`src/core/liw_pkg.sv`:
```
// Constants for the bus-attached watchdog: register map, fields, bus codes
package liw_pkg;
   // Register offsets from the I/O base
   localparam logic [2:0] OFF_COUNT_NOW_BYTE0 = 3'h0;
   localparam logic [2:0] OFF_COUNT_NOW_BYTE1 = 3'h1;
   localparam logic [2:0] OFF_COUNT_NOW_BYTE2 = 3'h2;
   localparam logic [2:0] OFF_RELOAD_VALUE_BYTE0 = 3'h3;
   localparam logic [2:0] OFF_RELOAD_VALUE_BYTE1 = 3'h4;
   localparam logic [2:0] OFF_RELOAD_VALUE_BYTE2 = 3'h5;
   localparam logic [2:0] OFF_TIMEOUT_STATUS = 3'h6;
   localparam logic [2:0] OFF_WATCHDOG_CONTROL = 3'h7;
   localparam logic [15:0] REG_SPAN = 16'h0008;

   // Field positions
   localparam int FIRST_TIMEOUT_FLAG_BIT = 0;
   localparam int SECOND_TIMEOUT_FLAG_BIT = 2;
   localparam int BOARD_RESET_ENABLE_BIT = 0;
   localparam int COUNT_ENABLE_BIT = 1;

   // Reset values, and the last count before zero
   localparam logic [23:0] COUNT_RESET = 24'h000000;
   localparam logic [23:0] RELOAD_RESET = 24'h000000;
   localparam logic [23:0] COUNT_LAST = 24'h000001;

   // Time base
   localparam logic [31:0] TICK_HZ = 32'h00008000;

   // Snooped POST port
   localparam logic [15:0] POST_PORT = 16'h0080;

   // Bus nibbles
   localparam logic [3:0] LPC_START = 4'h0;
   localparam logic [2:0] LPC_IO_READ = 3'h0;
   localparam logic [2:0] LPC_IO_WRITE = 3'h1;
   localparam logic [3:0] LPC_SYNC_READY = 4'h0;
   localparam logic [3:0] LPC_TAR_DRIVE = 4'hf;
   localparam logic [1:0] ADDR_NIBBLES_LAST = 2'h3;

   typedef enum logic [2:0] {
      ST_IDLE = 3'b000,
      ST_CYCTYPE = 3'b001,
      ST_ADDR = 3'b010,
      ST_WDATA = 3'b011,
      ST_HOST_TAR = 3'b100,
      ST_SYNC = 3'b101,
      ST_RDATA = 3'b110,
      ST_DEV_TAR = 3'b111
   } liw_state_type;
endpackage

```
`src/core/liw_watchdog.sv`:
```
// Watchdog timer with byte registers reached by I/O cycles on the LPC bus
// What this block does
// - Current count readable at offsets 0-2; writes there reload it
// - Reload value in bytes at offsets 3-5
// - First zero sets status bit 0, interrupt
// - Bit0 cleared by write-one or port 80h
// - Zero with bit 0 set sets bit 2
// - Bit 2 interrupts; board reset if enabled
// - Writing one clears bit 2; zero ignored
// - First flag alone also requests interrupt
// - Control bit 1 enables decrementing
// - Control bit 0 allows board reset
// - Decrement once per 32.768 kHz tick
// - Any current-value write reloads counter
// - Enabled port 80h writes reload counter
// - Inactive after reset until enabled
`timescale 1ns/1ps
module liw_watchdog
   import liw_pkg::*;
#(
   parameter int CLK_HZ = 200_000_000
) (
   input wire logic sys_clk, // System clock, 200 MHz
   input wire logic rst_n, // Synchronous reset, active low
   input wire logic lpcFrameN, // Bus frame, active low
   input wire logic [3:0] lpcAdIn, // Address/data pins, sampled
   output logic [3:0] lpcAdOut, // Address/data pins, driven value
   output logic lpcAdOe, // High while driving the pins
   input wire logic [15:0] ioBase, // I/O base address of the registers
   input wire logic port80Enable, // Port 80h kick option
   output logic watchdogIrq, // Interrupt request level
   output logic boardReset // Board reset request level
);

   liw_state_type state;
   logic [1:0] nib;
   logic isWrite;
   logic [15:0] addr;
   logic [7:0] wdata;
   logic [7:0] rdata;
   logic regWr;
   logic [2:0] regOff;
   logic [7:0] regData;
   logic postKick;
   logic [31:0] phase;
   logic tick;
   logic [23:0] count;
   logic [23:0] reload;
   logic firstTimeoutFlag;
   logic secondTimeoutFlag;
   logic countEnable;
   logic boardResetEnable;
   logic [15:0] offset;
   logic hit;
   logic zeroEvent;
   logic countWrite;
   logic statusWrite;

   function automatic logic [7:0] readReg(input logic [2:0] off);
      logic [7:0] r;
      r = 8'h00;
      if (off == OFF_COUNT_NOW_BYTE0) begin
         r = count[7:0];
      end else if (off == OFF_COUNT_NOW_BYTE1) begin
         r = count[15:8];
      end else if (off == OFF_COUNT_NOW_BYTE2) begin
         r = count[23:16];
      end else if (off == OFF_RELOAD_VALUE_BYTE0) begin
         r = reload[7:0];
      end else if (off == OFF_RELOAD_VALUE_BYTE1) begin
         r = reload[15:8];
      end else if (off == OFF_RELOAD_VALUE_BYTE2) begin
         r = reload[23:16];
      end else if (off == OFF_TIMEOUT_STATUS) begin
         r[FIRST_TIMEOUT_FLAG_BIT] = firstTimeoutFlag;
         r[SECOND_TIMEOUT_FLAG_BIT] = secondTimeoutFlag;
      end else begin
         r[COUNT_ENABLE_BIT] = countEnable;
         r[BOARD_RESET_ENABLE_BIT] = boardResetEnable;
      end
      return r;
   endfunction

   assign offset = addr - ioBase;
   assign hit = offset < REG_SPAN;
   assign zeroEvent = tick && countEnable && (count <= COUNT_LAST);
   assign countWrite = regWr && (regOff <= OFF_COUNT_NOW_BYTE2);
   assign statusWrite = regWr && (regOff == OFF_TIMEOUT_STATUS);

   // Bus target: decodes I/O cycles, drives sync and read data
   always_ff @(posedge sys_clk) begin
      regWr <= 1'b0;
      postKick <= 1'b0;
      if (!rst_n) begin
         state <= ST_IDLE;
         nib <= 2'h0;
         isWrite <= 1'b0;
         addr <= 16'h0000;
         wdata <= 8'h00;
         rdata <= 8'h00;
         regOff <= 3'h0;
         regData <= 8'h00;
         lpcAdOut <= LPC_TAR_DRIVE;
         lpcAdOe <= 1'b0;
      end else if (!lpcFrameN) begin
         // A frame start also aborts whatever was in progress
         lpcAdOe <= 1'b0;
         state <= (lpcAdIn == LPC_START) ? ST_CYCTYPE : ST_IDLE;
      end else begin
         case (state)
            ST_IDLE: begin
               lpcAdOe <= 1'b0;
            end
            ST_CYCTYPE: begin
               nib <= 2'h0;
               isWrite <= (lpcAdIn[3:1] == LPC_IO_WRITE);
               if (lpcAdIn[3:1] == LPC_IO_WRITE ||
                   lpcAdIn[3:1] == LPC_IO_READ) begin
                  state <= ST_ADDR;
               end else begin
                  state <= ST_IDLE;
               end
            end
            ST_ADDR: begin
               addr <= {addr[11:0], lpcAdIn};
               nib <= nib + 2'h1;
               if (nib == ADDR_NIBBLES_LAST) begin
                  nib <= 2'h0;
                  state <= isWrite ? ST_WDATA : ST_HOST_TAR;
               end
            end
            ST_WDATA: begin
               // Low nibble arrives first
               wdata <= {lpcAdIn, wdata[7:4]};
               nib <= nib + 2'h1;
               if (nib[0]) begin
                  nib <= 2'h0;
                  state <= ST_HOST_TAR;
               end
            end
            ST_HOST_TAR: begin
               nib <= nib + 2'h1;
               if (nib[0]) begin
                  nib <= 2'h0;
                  postKick <= isWrite && port80Enable && addr == POST_PORT;
                  if (hit) begin
                     state <= ST_SYNC;
                     lpcAdOut <= LPC_SYNC_READY;
                     lpcAdOe <= 1'b1;
                     regOff <= offset[2:0];
                     regData <= wdata;
                     regWr <= isWrite;
                     rdata <= readReg(offset[2:0]);
                  end else begin
                     state <= ST_IDLE;
                  end
               end
            end
            ST_SYNC: begin
               if (isWrite) begin
                  state <= ST_DEV_TAR;
                  lpcAdOut <= LPC_TAR_DRIVE;
               end else begin
                  state <= ST_RDATA;
                  lpcAdOut <= rdata[3:0];
               end
            end
            ST_RDATA: begin
               nib <= nib + 2'h1;
               if (nib[0]) begin
                  nib <= 2'h0;
                  state <= ST_DEV_TAR;
                  lpcAdOut <= LPC_TAR_DRIVE;
               end else begin
                  lpcAdOut <= rdata[7:4];
               end
            end
            ST_DEV_TAR: begin
               // Drive ones for one cycle, then release the pins
               lpcAdOe <= 1'b0;
               state <= ST_IDLE;
            end
            default: begin
               state <= ST_IDLE;
            end
         endcase
      end
   end

   // fractional divider keeps the long-term rate exact
   always_ff @(posedge sys_clk) begin
      if (!rst_n) begin
         phase <= 32'h00000000;
         tick <= 1'b0;
      end else if (phase + TICK_HZ >= 32'(CLK_HZ)) begin
         phase <= phase + TICK_HZ - 32'(CLK_HZ);
         tick <= 1'b1;
      end else begin
         phase <= phase + TICK_HZ;
         tick <= 1'b0;
      end
   end

   always_ff @(posedge sys_clk) begin
      if (!rst_n) begin
         count <= COUNT_RESET;
      end else if (countWrite || postKick) begin
         count <= reload;
      end else if (zeroEvent) begin
         count <= reload;
      end else if (tick && countEnable) begin
         count <= count - COUNT_LAST;
      end
   end

   always_ff @(posedge sys_clk) begin
      if (!rst_n) begin
         reload <= RELOAD_RESET;
      end else if (regWr && regOff == OFF_RELOAD_VALUE_BYTE0) begin
         reload[7:0] <= regData;
      end else if (regWr && regOff == OFF_RELOAD_VALUE_BYTE1) begin
         reload[15:8] <= regData;
      end else if (regWr && regOff == OFF_RELOAD_VALUE_BYTE2) begin
         reload[23:16] <= regData;
      end
   end

   always_ff @(posedge sys_clk) begin
      if (!rst_n) begin
         countEnable <= 1'b0;
         boardResetEnable <= 1'b0;
      end else if (regWr && regOff == OFF_WATCHDOG_CONTROL) begin
         countEnable <= regData[COUNT_ENABLE_BIT];
         boardResetEnable <= regData[BOARD_RESET_ENABLE_BIT];
      end
   end

   // Set wins over a clear landing in the same cycle
   always_ff @(posedge sys_clk) begin
      if (!rst_n) begin
         firstTimeoutFlag <= 1'b0;
      end else if (zeroEvent) begin
         firstTimeoutFlag <= 1'b1;
      end else if ((statusWrite && regData[FIRST_TIMEOUT_FLAG_BIT]) ||
                   postKick) begin
         firstTimeoutFlag <= 1'b0;
      end
   end

   always_ff @(posedge sys_clk) begin
      if (!rst_n) begin
         secondTimeoutFlag <= 1'b0;
      end else if (zeroEvent && firstTimeoutFlag) begin
         secondTimeoutFlag <= 1'b1;
      end else if (statusWrite && regData[SECOND_TIMEOUT_FLAG_BIT]) begin
         secondTimeoutFlag <= 1'b0;
      end
   end

   always_ff @(posedge sys_clk) begin
      if (!rst_n) begin
         watchdogIrq <= 1'b0;
         boardReset <= 1'b0;
      end else begin
         watchdogIrq <= firstTimeoutFlag || secondTimeoutFlag;
         boardReset <= secondTimeoutFlag && boardResetEnable;
      end
   end

endmodule // liw_watchdog

```
`config.mk`:
```
export PLATFORM = sky130hd
export DESIGN_NAME = liw_watchdog
export DESIGN_NICKNAME = d
export VERILOG_FILES = /design/src/core/liw_pkg.sv /design/src/core/liw_watchdog.sv
export SDC_FILE = /design/constraint.sdc
export NUM_CORES = 1
export LEC_CHECK = 0
export BUFFER_PORTS_ARGS = -buffer_cell sky130_fd_sc_hd__buf_2
export CORE_ASPECT_RATIO = 1.4
export CORE_MARGIN = 8
export CORE_UTILIZATION = 35
export DETAILED_ROUTE_END_ITERATION = 8
export PLACE_DENSITY = 0.54
export SETUP_SLACK_MARGIN = 0.02
export SKIP_LAST_GASP = 1
export SLEW_MARGIN = 15
export SYNTH_ARGS = -nofsm -noshare
export SYNTH_HDL_FRONTEND = slang
export SYNTH_SLANG_ARGS = --single-unit
```
`constraint.sdc`:
```
create_clock -name sys_clk -period 4.4 [get_ports sys_clk]
set_input_delay 0.88 -clock sys_clk [delete_from_list [all_inputs] [get_ports sys_clk]]
set_output_delay 0.88 -clock sys_clk [all_outputs]
set_load 0.01 [all_outputs]
```
Word level (Yosys, flattened, before mapping)
Index checks and enable logic that the tools add are counted.
{ "totals": {"regBits": 143, "in_bits": 24, "out_inout_bits": 7} }
{ "classes": {"add_sub_neg": 5, "order_cmp": 4, "eq_ne": 28, "muxes": 41, "bitwise_logic": 2, "n_reduce_logical": 43} }
{ "ops": {"columns": ["operator", "count"], "rows": [
  ["$mux W24", 3],
  ["$mux W8", 5],
  ["$eq A3 B3 Y1 const B", 11],
  ["$add A32 B16 Y32 const B", 1],
  ["$ge A32 B28 Y1 const B", 1],
  ["$mux W32", 1],
  ["$sub A32 B28 Y32 const B", 1],
  ["$le A24 B1 Y1 const B", 1],
  ["$mux W3", 8],
  ["$sub A24 B1 Y24 const B", 1],
  ["$pmux W3 S7", 1],
  ["$eq A16 B8 Y1 const B", 1],
  ["$lt A16 B4 Y1 const B", 1],
  ["$mux W4", 4],
  ["$sub A16 B16 Y16", 1],
  ["$eq A3 B2 Y1 const B", 5],
  ["$logic_and A1 B1 Y1", 14],
  ["$mux W1", 12],
  ["$ne A3 B3 Y1 const B", 4],
  ["$pmux W4 S3", 1],
  ["$reduce_and A2 Y1", 6],
  ["$reduce_and A4 Y1", 3],
  ["$reduce_and A5 Y1", 2],
  ["$eq A3 B1 Y1 const B", 3],
  ["18 further kinds", 32]
]} }

Depth between registers and ports, before layout
Gate-level depths: netlist of the first run.
{ "depth": {"word_depth": 9, "mapped_depth": 13} }

Worst setup path before layout of the first run
Ideal clock, no wire load.
{ "synth_timing": {"path_kind": "input to register", "start": "input port ioBase[0]", "end": "register rdata[0]", "t_arrival_ns": 3.587, "path_slack_ns": 0.685, "path_stages": 12, "path_buffers": 1, "cell_sequence": "ha_1 fa_1 nand2b_1 a211oi_1 nor4_1 o311a_1 a2111oi_1 and4bb_2 nand4_2 buf_2 mux2i_1 nor2_1"} }
{ "synth_between": {"elab_chain_len": 9, "elab_cells_between_ends": 17} }
{ "synth_lines": {"columns": ["element", "line", "source"], "rows": [
  ["start: declaration", "liw_watchdog.sv:29", "input wire logic [15:0] ioBase,"],
  ["$sub A16 B16 Y16 *", "liw_watchdog.sv:84", "assign offset = addr - ioBase;"],
  ["$eq A3 B3 Y1", "liw_watchdog.sv:74", "end else if (off == OFF_TIMEOUT_STATUS) begin"],
  ["$mux W1", "liw_watchdog.sv:74", null],
  ["$mux W3", "liw_watchdog.sv:72", "end else if (off == OFF_RELOAD_VALUE_BYTE2) begin"],
  ["$mux W8", "liw_watchdog.sv:70", "end else if (off == OFF_RELOAD_VALUE_BYTE1) begin"],
  ["$mux W8", "liw_watchdog.sv:68", "end else if (off == OFF_RELOAD_VALUE_BYTE0) begin"],
  ["$mux W8", "liw_watchdog.sv:66", "end else if (off == OFF_COUNT_NOW_BYTE2) begin"],
  ["$mux W8", "liw_watchdog.sv:64", "end else if (off == OFF_COUNT_NOW_BYTE1) begin"],
  ["$mux W8", "liw_watchdog.sv:62", "if (off == OFF_COUNT_NOW_BYTE0) begin"],
  ["end signal: assignment", "liw_watchdog.sv:153", "rdata <= readReg(offset[2:0]);"],
  ["end: declaration", "liw_watchdog.sv:40", "logic [7:0] rdata;"]
]} }
Mark *: on every way between the ends. The rest lies on a longest branch, timed or not.
A chain may end at the register's enable or synchronous reset.

Worst setup path after layout of the first run
{ "layout_timing": {"start": "input port ioBase[0]", "end": "register regData[2]"} }
{ "layout_between": {"elab_chain_len": 3} }
{ "layout_lines": {"columns": ["element", "line", "source"], "rows": [
  ["$sub A16 B16 Y16", "liw_watchdog.sv:84", null],
  ["$lt A16 B4 Y1", "liw_watchdog.sv:85", "assign hit = offset < REG_SPAN;"],
  ["$reduce_and A4 Y1 (no line)", null, null],
  ["end signal: assignment", "liw_watchdog.sv:151", "regData <= wdata;"],
  ["end: declaration", "liw_watchdog.sv:43", "logic [7:0] regData;"]
]} }
No other way between the ends.

==> metrics.txt, run 1 <==
status=finished clean; Max-slew headroom=0.291; final worst slack=0.526 ns; Fill cells=2367; Post-synth EDFFs=0; Die ar.=27600 sq um; total placed instance area=8300 sq um; post-synth top area cell=dfxtp_1; Final HPWL DP=16600 um; Std-Cell Rows=65; Net Switching=1.06 mW; Syn Nets=1088; ys flop type=dfxtp_1; #FFs+latches synth=134; top-count cell post-synth=nand2_1; crit path from=ioBase[0]; total global-route track usage=0.164; initial cell density of the core=0.352; Sink Count=134; DR pass1 iterations=5; combinational cell fraction of total power=0.182; Avg Vias per Cell=5.37; WHS=0.467 ns; Worst-path clk slew=0.06 ns; post-cts resize count=0; top cells by area in the synthesized netlist=dfxtp_1 (34%), nand2_1 (7.5%), nor2_1 (6.3%); layout cell share with drive strength beyond 1=0.0996; Top Metal Used=met4; Slew Viols, Final=0; Final Cycle Share=0.881; Reg2Reg Capture Point=regData[2]$_SDFFE_PN0P_; DR WL met2=11600 um; Total Neg Setup Slack=0 ns; vias in the first global route=6870; Ys Warns=0; Seq/Total Area, Yosys=0.340; GRT overflow=0; Crit Path Class=in2reg; syn_area_per_cell=7.58 sq um; Top Ports=31; clk buf depth=2; Post CTS Setup Buffer Count=0; Final min period=3.87 ns; final setup fails=0; Hold Crit Class=reg2reg; Die W=143 um; Synth cell types=77; Core Region=22400 sq um; H-tree levels=4; crit path DAT=4.17 ns; CTS tree=done; LEAKAGE=3.43 nW; clock share of power=0.421; first-pass GRT wire length=36300 um; Post-DRT Antenna Nets=0; r2r setup slk=0.62 ns; Routability Congestion=0.879; DR iter-0 viols=476; initial antenna violation count=0; CTS buffer count=17; Pint=2.44 mW; mapped cell area=7880 sq um; Max Clock Skew=0.00945 ns; Port-buffer cells=30; R2R Path Start=addr[0]$_SDFFE_PN0P_; Worst setup endpoint=regData[2]$_SDFFE_PN0P_; vias post-DR=7325; Switching Share=0.302; Die H=194 um; Syn Inst Count=1040; design area=8900 sq um; drt drc=0; critical path data required time=4.69 ns; final hold vios=0; worst-margin pin slew=1.06 ns; NumNets Final=1099; power density over the cells=393 nW/um^2; metal1 wirelength=9600 um; most frequent cells after synthesis=nand2_1 (158), dfxtp_1 (134), nor2_1 (132); Startpoint Class=primary input; Async SR Flop Fraction=0; cell depth of the worst flop-to-flop path=14; hold-fix buffers at CTS=0; Total Power=3.50 mW; top achievable clock speed=258 MHz; met3 routed WL=755 um; largest net degree at the start of global routing=60; highest net fanout along the worst path=10; Reg power frac=0.397; Root Buffer=clkbuf_16; Yosys top cell area share=0.340; Critical Path Sink Type=flop; # diodes=0; area delta synth->final=13.0%; clock latency on the worst-skew pair=0.43 ns; WL per Instance=16.6 um; final WL=22600 um; max cap viols=0; RSZ-0062 raised after global routing=no; pre-CTS setup slack=0.0642 ns; Worst VDD drop=0.256 mV
-- cells by family after synthesis --
family | share of synthesized area
flops | 0.340
fa+ha+maj | 0.0390
simple gates | 0.264
buf+inv | 0.0546
compound gates | 0.201
xor+xnor | 0.0411
mux | 0.0600
-- metrics by stage --
stage	cells	util
floorplan	1040	-
global placement	1333	0.371
detailed placement	1333	0.371
CTS	1365	0.398
global route	1365	0.398
finish	1365	0.398
-- cell usage in the layout, fill, tap and decap left out, drive strengths merged, types with 8 or more instances in the layout --
cell      n
a211oi   14
a21o      8
a21oi    97
a31oi    10
and2      9
buf      49
clkbuf   20
dfxtp   134
ha       23
inv      48
mux2i    36
nand2   158
nand2b   11
nand3    32
nor2    132
nor3     31
nor4     14
o21ai    63
o31ai     8
xnor2    23
xor2     14
-- power groups by stage --
stage | logic, mW | clock network (mW) | registers [mW]
6_report | 0.636 | 1.47 | 1.39
5_1_grt | 0.717 | 1.55 | 1.40
4_1_cts | 0.644 | 1.50 | 1.39
3_5_place_dp | 0.638 | 0 | 1.41
3_3_place_gp | 0.631 | 0 | 1.42
2_1_floorplan | 0.525 | 0 | 1.37
-- worst min path at each step --
| stage | to | from | cells after the start | slack, ns |
|---|---|---|---|---|
| after floorplan | rdata[4]$_SDFFE_PN0P_ | rdata[4]$_SDFFE_PN0P_ | 2 | 0.43 |
| final | wdata[1]$_SDFFE_PN0P_ | wdata[1]$_SDFFE_PN0P_ | 2 | 0.47 |
| after CTS | wdata[1]$_SDFFE_PN0P_ | wdata[1]$_SDFFE_PN0P_ | 2 | 0.47 |
| after global routing | wdata[0]$_SDFFE_PN0P_ | wdata[0]$_SDFFE_PN0P_ | 2 | 0.50 |
| after global placement | wdata[1]$_SDFFE_PN0P_ | wdata[1]$_SDFFE_PN0P_ | 2 | 0.45 |
| after detailed placement | wdata[1]$_SDFFE_PN0P_ | wdata[1]$_SDFFE_PN0P_ | 2 | 0.46 |
-- cell type report --
cell class | instances | area (sq um) | share of cell area
well taps | 301 | 377 | 0.0423
repair buffers | 49 | 293 | 0.0329
clock inverters | 12 | 143 | 0.0160
flip-flops and latches | 134 | 2680 | 0.301
clock buffers | 20 | 467 | 0.0524
multi-input cells | 803 | 4770 | 0.536
inverters | 46 | 174 | 0.0195
-- sequential cells by signal, summed over array words and instances (netlist names), 4 cells and up --
name      flops
addr         16
count        24
lpcAdOut      4
phase        23
rdata         8
regData       8
reload       24
wdata         8
-- critical path: stages --
cell and delay (ns):
buf_2 0.11, ha_1 0.22, fa_1 0.39, nand2b_1 0.17
a211oi_1 0.35, nor4_1 0.14, o311a_1 0.35, a2111oi_1 0.35
buf_4 0.18, and4bb_2 0.25, nand4_2 0.28, buf_4 0.29
mux2i_1 0.15, nor2_1 0.05
-- routing by layer --
metal	global-route usage	vias to the layer above
met3	0.0276	38
met2	0.293	150
li1	-	3690
met4	0.0687	0
met1	0.188	3447
met5	0	-
No activity file was read; power rests on OpenSTA's default activity.
==> inputs of run 2 (changes only) <==
Settings changed: PLACE_DENSITY 0.54 to 0.46.
==> run 2 against run 1 <==
Via count about the same; routed wire length increased by 8.4%; clock power about the same; design area decreased by 0.28%; first-iteration DRC count decreased by 26%; worst hold slack got worse by 0.0060 ns; combinational power increased by 2%; utilization decreased by 0.11 points; final cell count decreased by 0.15%; flip-flop and latch count unchanged; setup slack improved by 0.10 ns.
==> metrics.txt, run 2 (synthesis gave the netlist of run 1 again) <==
status=finished clean; layout cell share with drive strength beyond 1=0.0979 (-0.00170); # diodes=0 (unchanged); Port-buffer cells=30 (unchanged); Top Ports=31 (unchanged); area delta synth->final=12.7%; Startpoint Class=primary input; Hold Path Cell Cnt=2 (unchanged); Crit Path Class=in2reg; Core Region=22400 sq um (unchanged); critical path's slowest cell=fa_1; final hold vios=0 (unchanged); max cap viols=0 (unchanged); Largest stage delay, worst path=0.40 ns (about the same); DR pass1 iterations=6 (+1); WL per Instance=18.0 um (+8.5%); power density over the cells=391 nW/um^2 (-0.49%); initial cell density of the core=0.352 (unchanged); Total Neg Setup Slack=0 ns (unchanged); Slew Viols, Final=0 (unchanged); final WL=24500 um (+8.4%); Avg Vias per Cell=5.37 (about the same); Top Registers=count x24, reload x24, phase x23; RSZ-0062 raised after global routing=no; Final HPWL DP=18100 um (+9.4%); CTS buffer count=17 (unchanged); worst-path cell chain=buf_2, ha_1, fa_1, nand2b_1, a211oi_1, nor4_1, o311a_1, a2111oi_1, buf_4, and4bb_2, nand4_2, buf_4, mux2i_1, nor2_1; top achievable clock speed=265 MHz (+2.6%); Fill cells=2376 (+0.38%); critical path data required time=4.70 ns (about the same); initial antenna violation count=0 (unchanged); Max-slew headroom=0.266 (-0.0242); R2R Path Start=addr[0]$_SDFFE_PN0P_; min-delay src=rdata[5]$_SDFFE_PN0P_; Worst VDD drop=0.550 mV (+120%); Post-DRT Antenna Nets=0 (unchanged); vias in the first global route=7326 (+6.6%); cell depth of the worst flop-to-flop path=14 (unchanged); first-pass GRT wire length=39800 um (+9.7%); Die W=143 um (unchanged); Hold Crit Class=reg2reg; worst hold endpoint=rdata[5]$_SDFFE_PN0P_; largest net degree at the start of global routing=101 (+68%); crit-path most repeated cell=buf_4; clk buf depth=2 (unchanged); Root Buffer=clkbuf_16; H-tree levels=4 (unchanged); Reg2Reg Capture Point=regData[0]$_SDFFE_PN0P_; Final min period=3.77 ns (-0.0996 ns); met1 usage=0.193 (+0.00517); clock latency on the worst-skew pair=0.43 ns (about the same); Final Cycle Share=0.858 (-0.0226); r2r setup slk=0.66 ns (+0.04 ns); design area=8880 sq um (-0.28%); LEAKAGE=3.41 nW (-0.50%); commonest non-fill, non-tap cells in the layout=nand2_1 (158), dfxtp_1 (134), nor2_1 (132); total global-route track usage=0.183 (+0.0186); met3 Use GR=0.0306 (+0.00296); GRT overflow=0 (unchanged); Worst-path clk slew=0.06 ns (about the same); drt drc=0 (unchanged); Die ar.=27600 sq um (unchanged); Die H=194 um (unchanged); CTS tree=done; Critical Path Sink Type=flop; Sink Count=134 (unchanged); met2 Usage GRT=0.343 (+0.0506); Post CTS Setup Buffer Count=0 (unchanged); crit path DAT=4.08 ns (-0.09 ns); final setup fails=0 (unchanged); Std-Cell Rows=65 (unchanged); Max Clock Skew=0.0121 ns (+0.00267 ns); crit path from=ioBase[0]; hold-fix buffers at CTS=0 (unchanged); Routability Congestion=0.838 (-4.7%); total placed instance area=8290 sq um (about the same); highest net fanout along the worst path=12 (+2); commonest non-fill, non-tap cell in the layout=nand2_1; post-cts resize count=0 (unchanged); worst-margin pin slew=1.09 ns (+0.0360 ns); vias post-DR=7321 (-0.055%); final worst slack=0.625 ns (+0.0996 ns); pre-CTS setup slack=0.106 ns (+0.0416 ns); GR peak layer=met2; DR iter-0 viols=350 (-26%); NumNets Final=1097 (-0.18%)
-- run 2: critical path, delay by kind of cell --
family | cells | cell delay [ns]
AOI/OAI and AO/OA | 3 | 1.01
adders and majority gates | 2 | 0.61
buffers and inverters | 3 | 0.59
muxes | 1 | 0.16
and+or+nand+nor | 5 | 0.82
-- run 2: report_power, final --
part / internal (mW) / switching [mW] / total, mW
Sequential: 1.29 / 0.0998 / 1.39
Combinational: 0.267 / 0.381 / 0.648
Clock: 0.803 / 0.634 / 1.44
Total: 2.36 / 1.11 / 3.47
-- run 2: worst max path at each step --
stage,end,slack [ns],cells after the start
final,regData[0]$_SDFFE_PN0P_,0.63,14
after global routing,regData[0]$_SDFFE_PN0P_,0.37,14
after CTS,regData[0]$_SDFFE_PN0P_,0.54,14
after detailed placement,regData[1]$_SDFFE_PN0P_,0.11,14
after global placement,regData[1]$_SDFFE_PN0P_,0.17,14
after floorplan,rdata[0]$_SDFFE_PN0P_,0.69,12
-- run 2: area by class of cell --
type	count	area (sq um)	area share
flip-flops and latches	134	2680	0.302
clock buffers	17	425	0.0479
repair buffers	47	290	0.0327
multi-input cells	803	4770	0.537
clock inverters	15	161	0.0182
well taps	301	377	0.0424
inverters	46	174	0.0196
-- run 2: metal layers --
layer  vias to the layer above  routed length (um)
met4                         0                 797
li1                       3686                   -
met1                      3471                9830
met5                         -                   0
met2                       125               13200
met3                        39                 696
-- run 2: per-stage QoR --
stage                     hold slack (ns)   util  power (mW)  std cells
after global placement              0.453  0.371        2.07       1331
after floorplan                     0.434      -        1.90       1040
after CTS                           0.465  0.397        3.52       1363
after global routing                0.481  0.397        3.67       1363
final                               0.461  0.397        3.47       1363
after detailed placement            0.455  0.371        2.06       1331
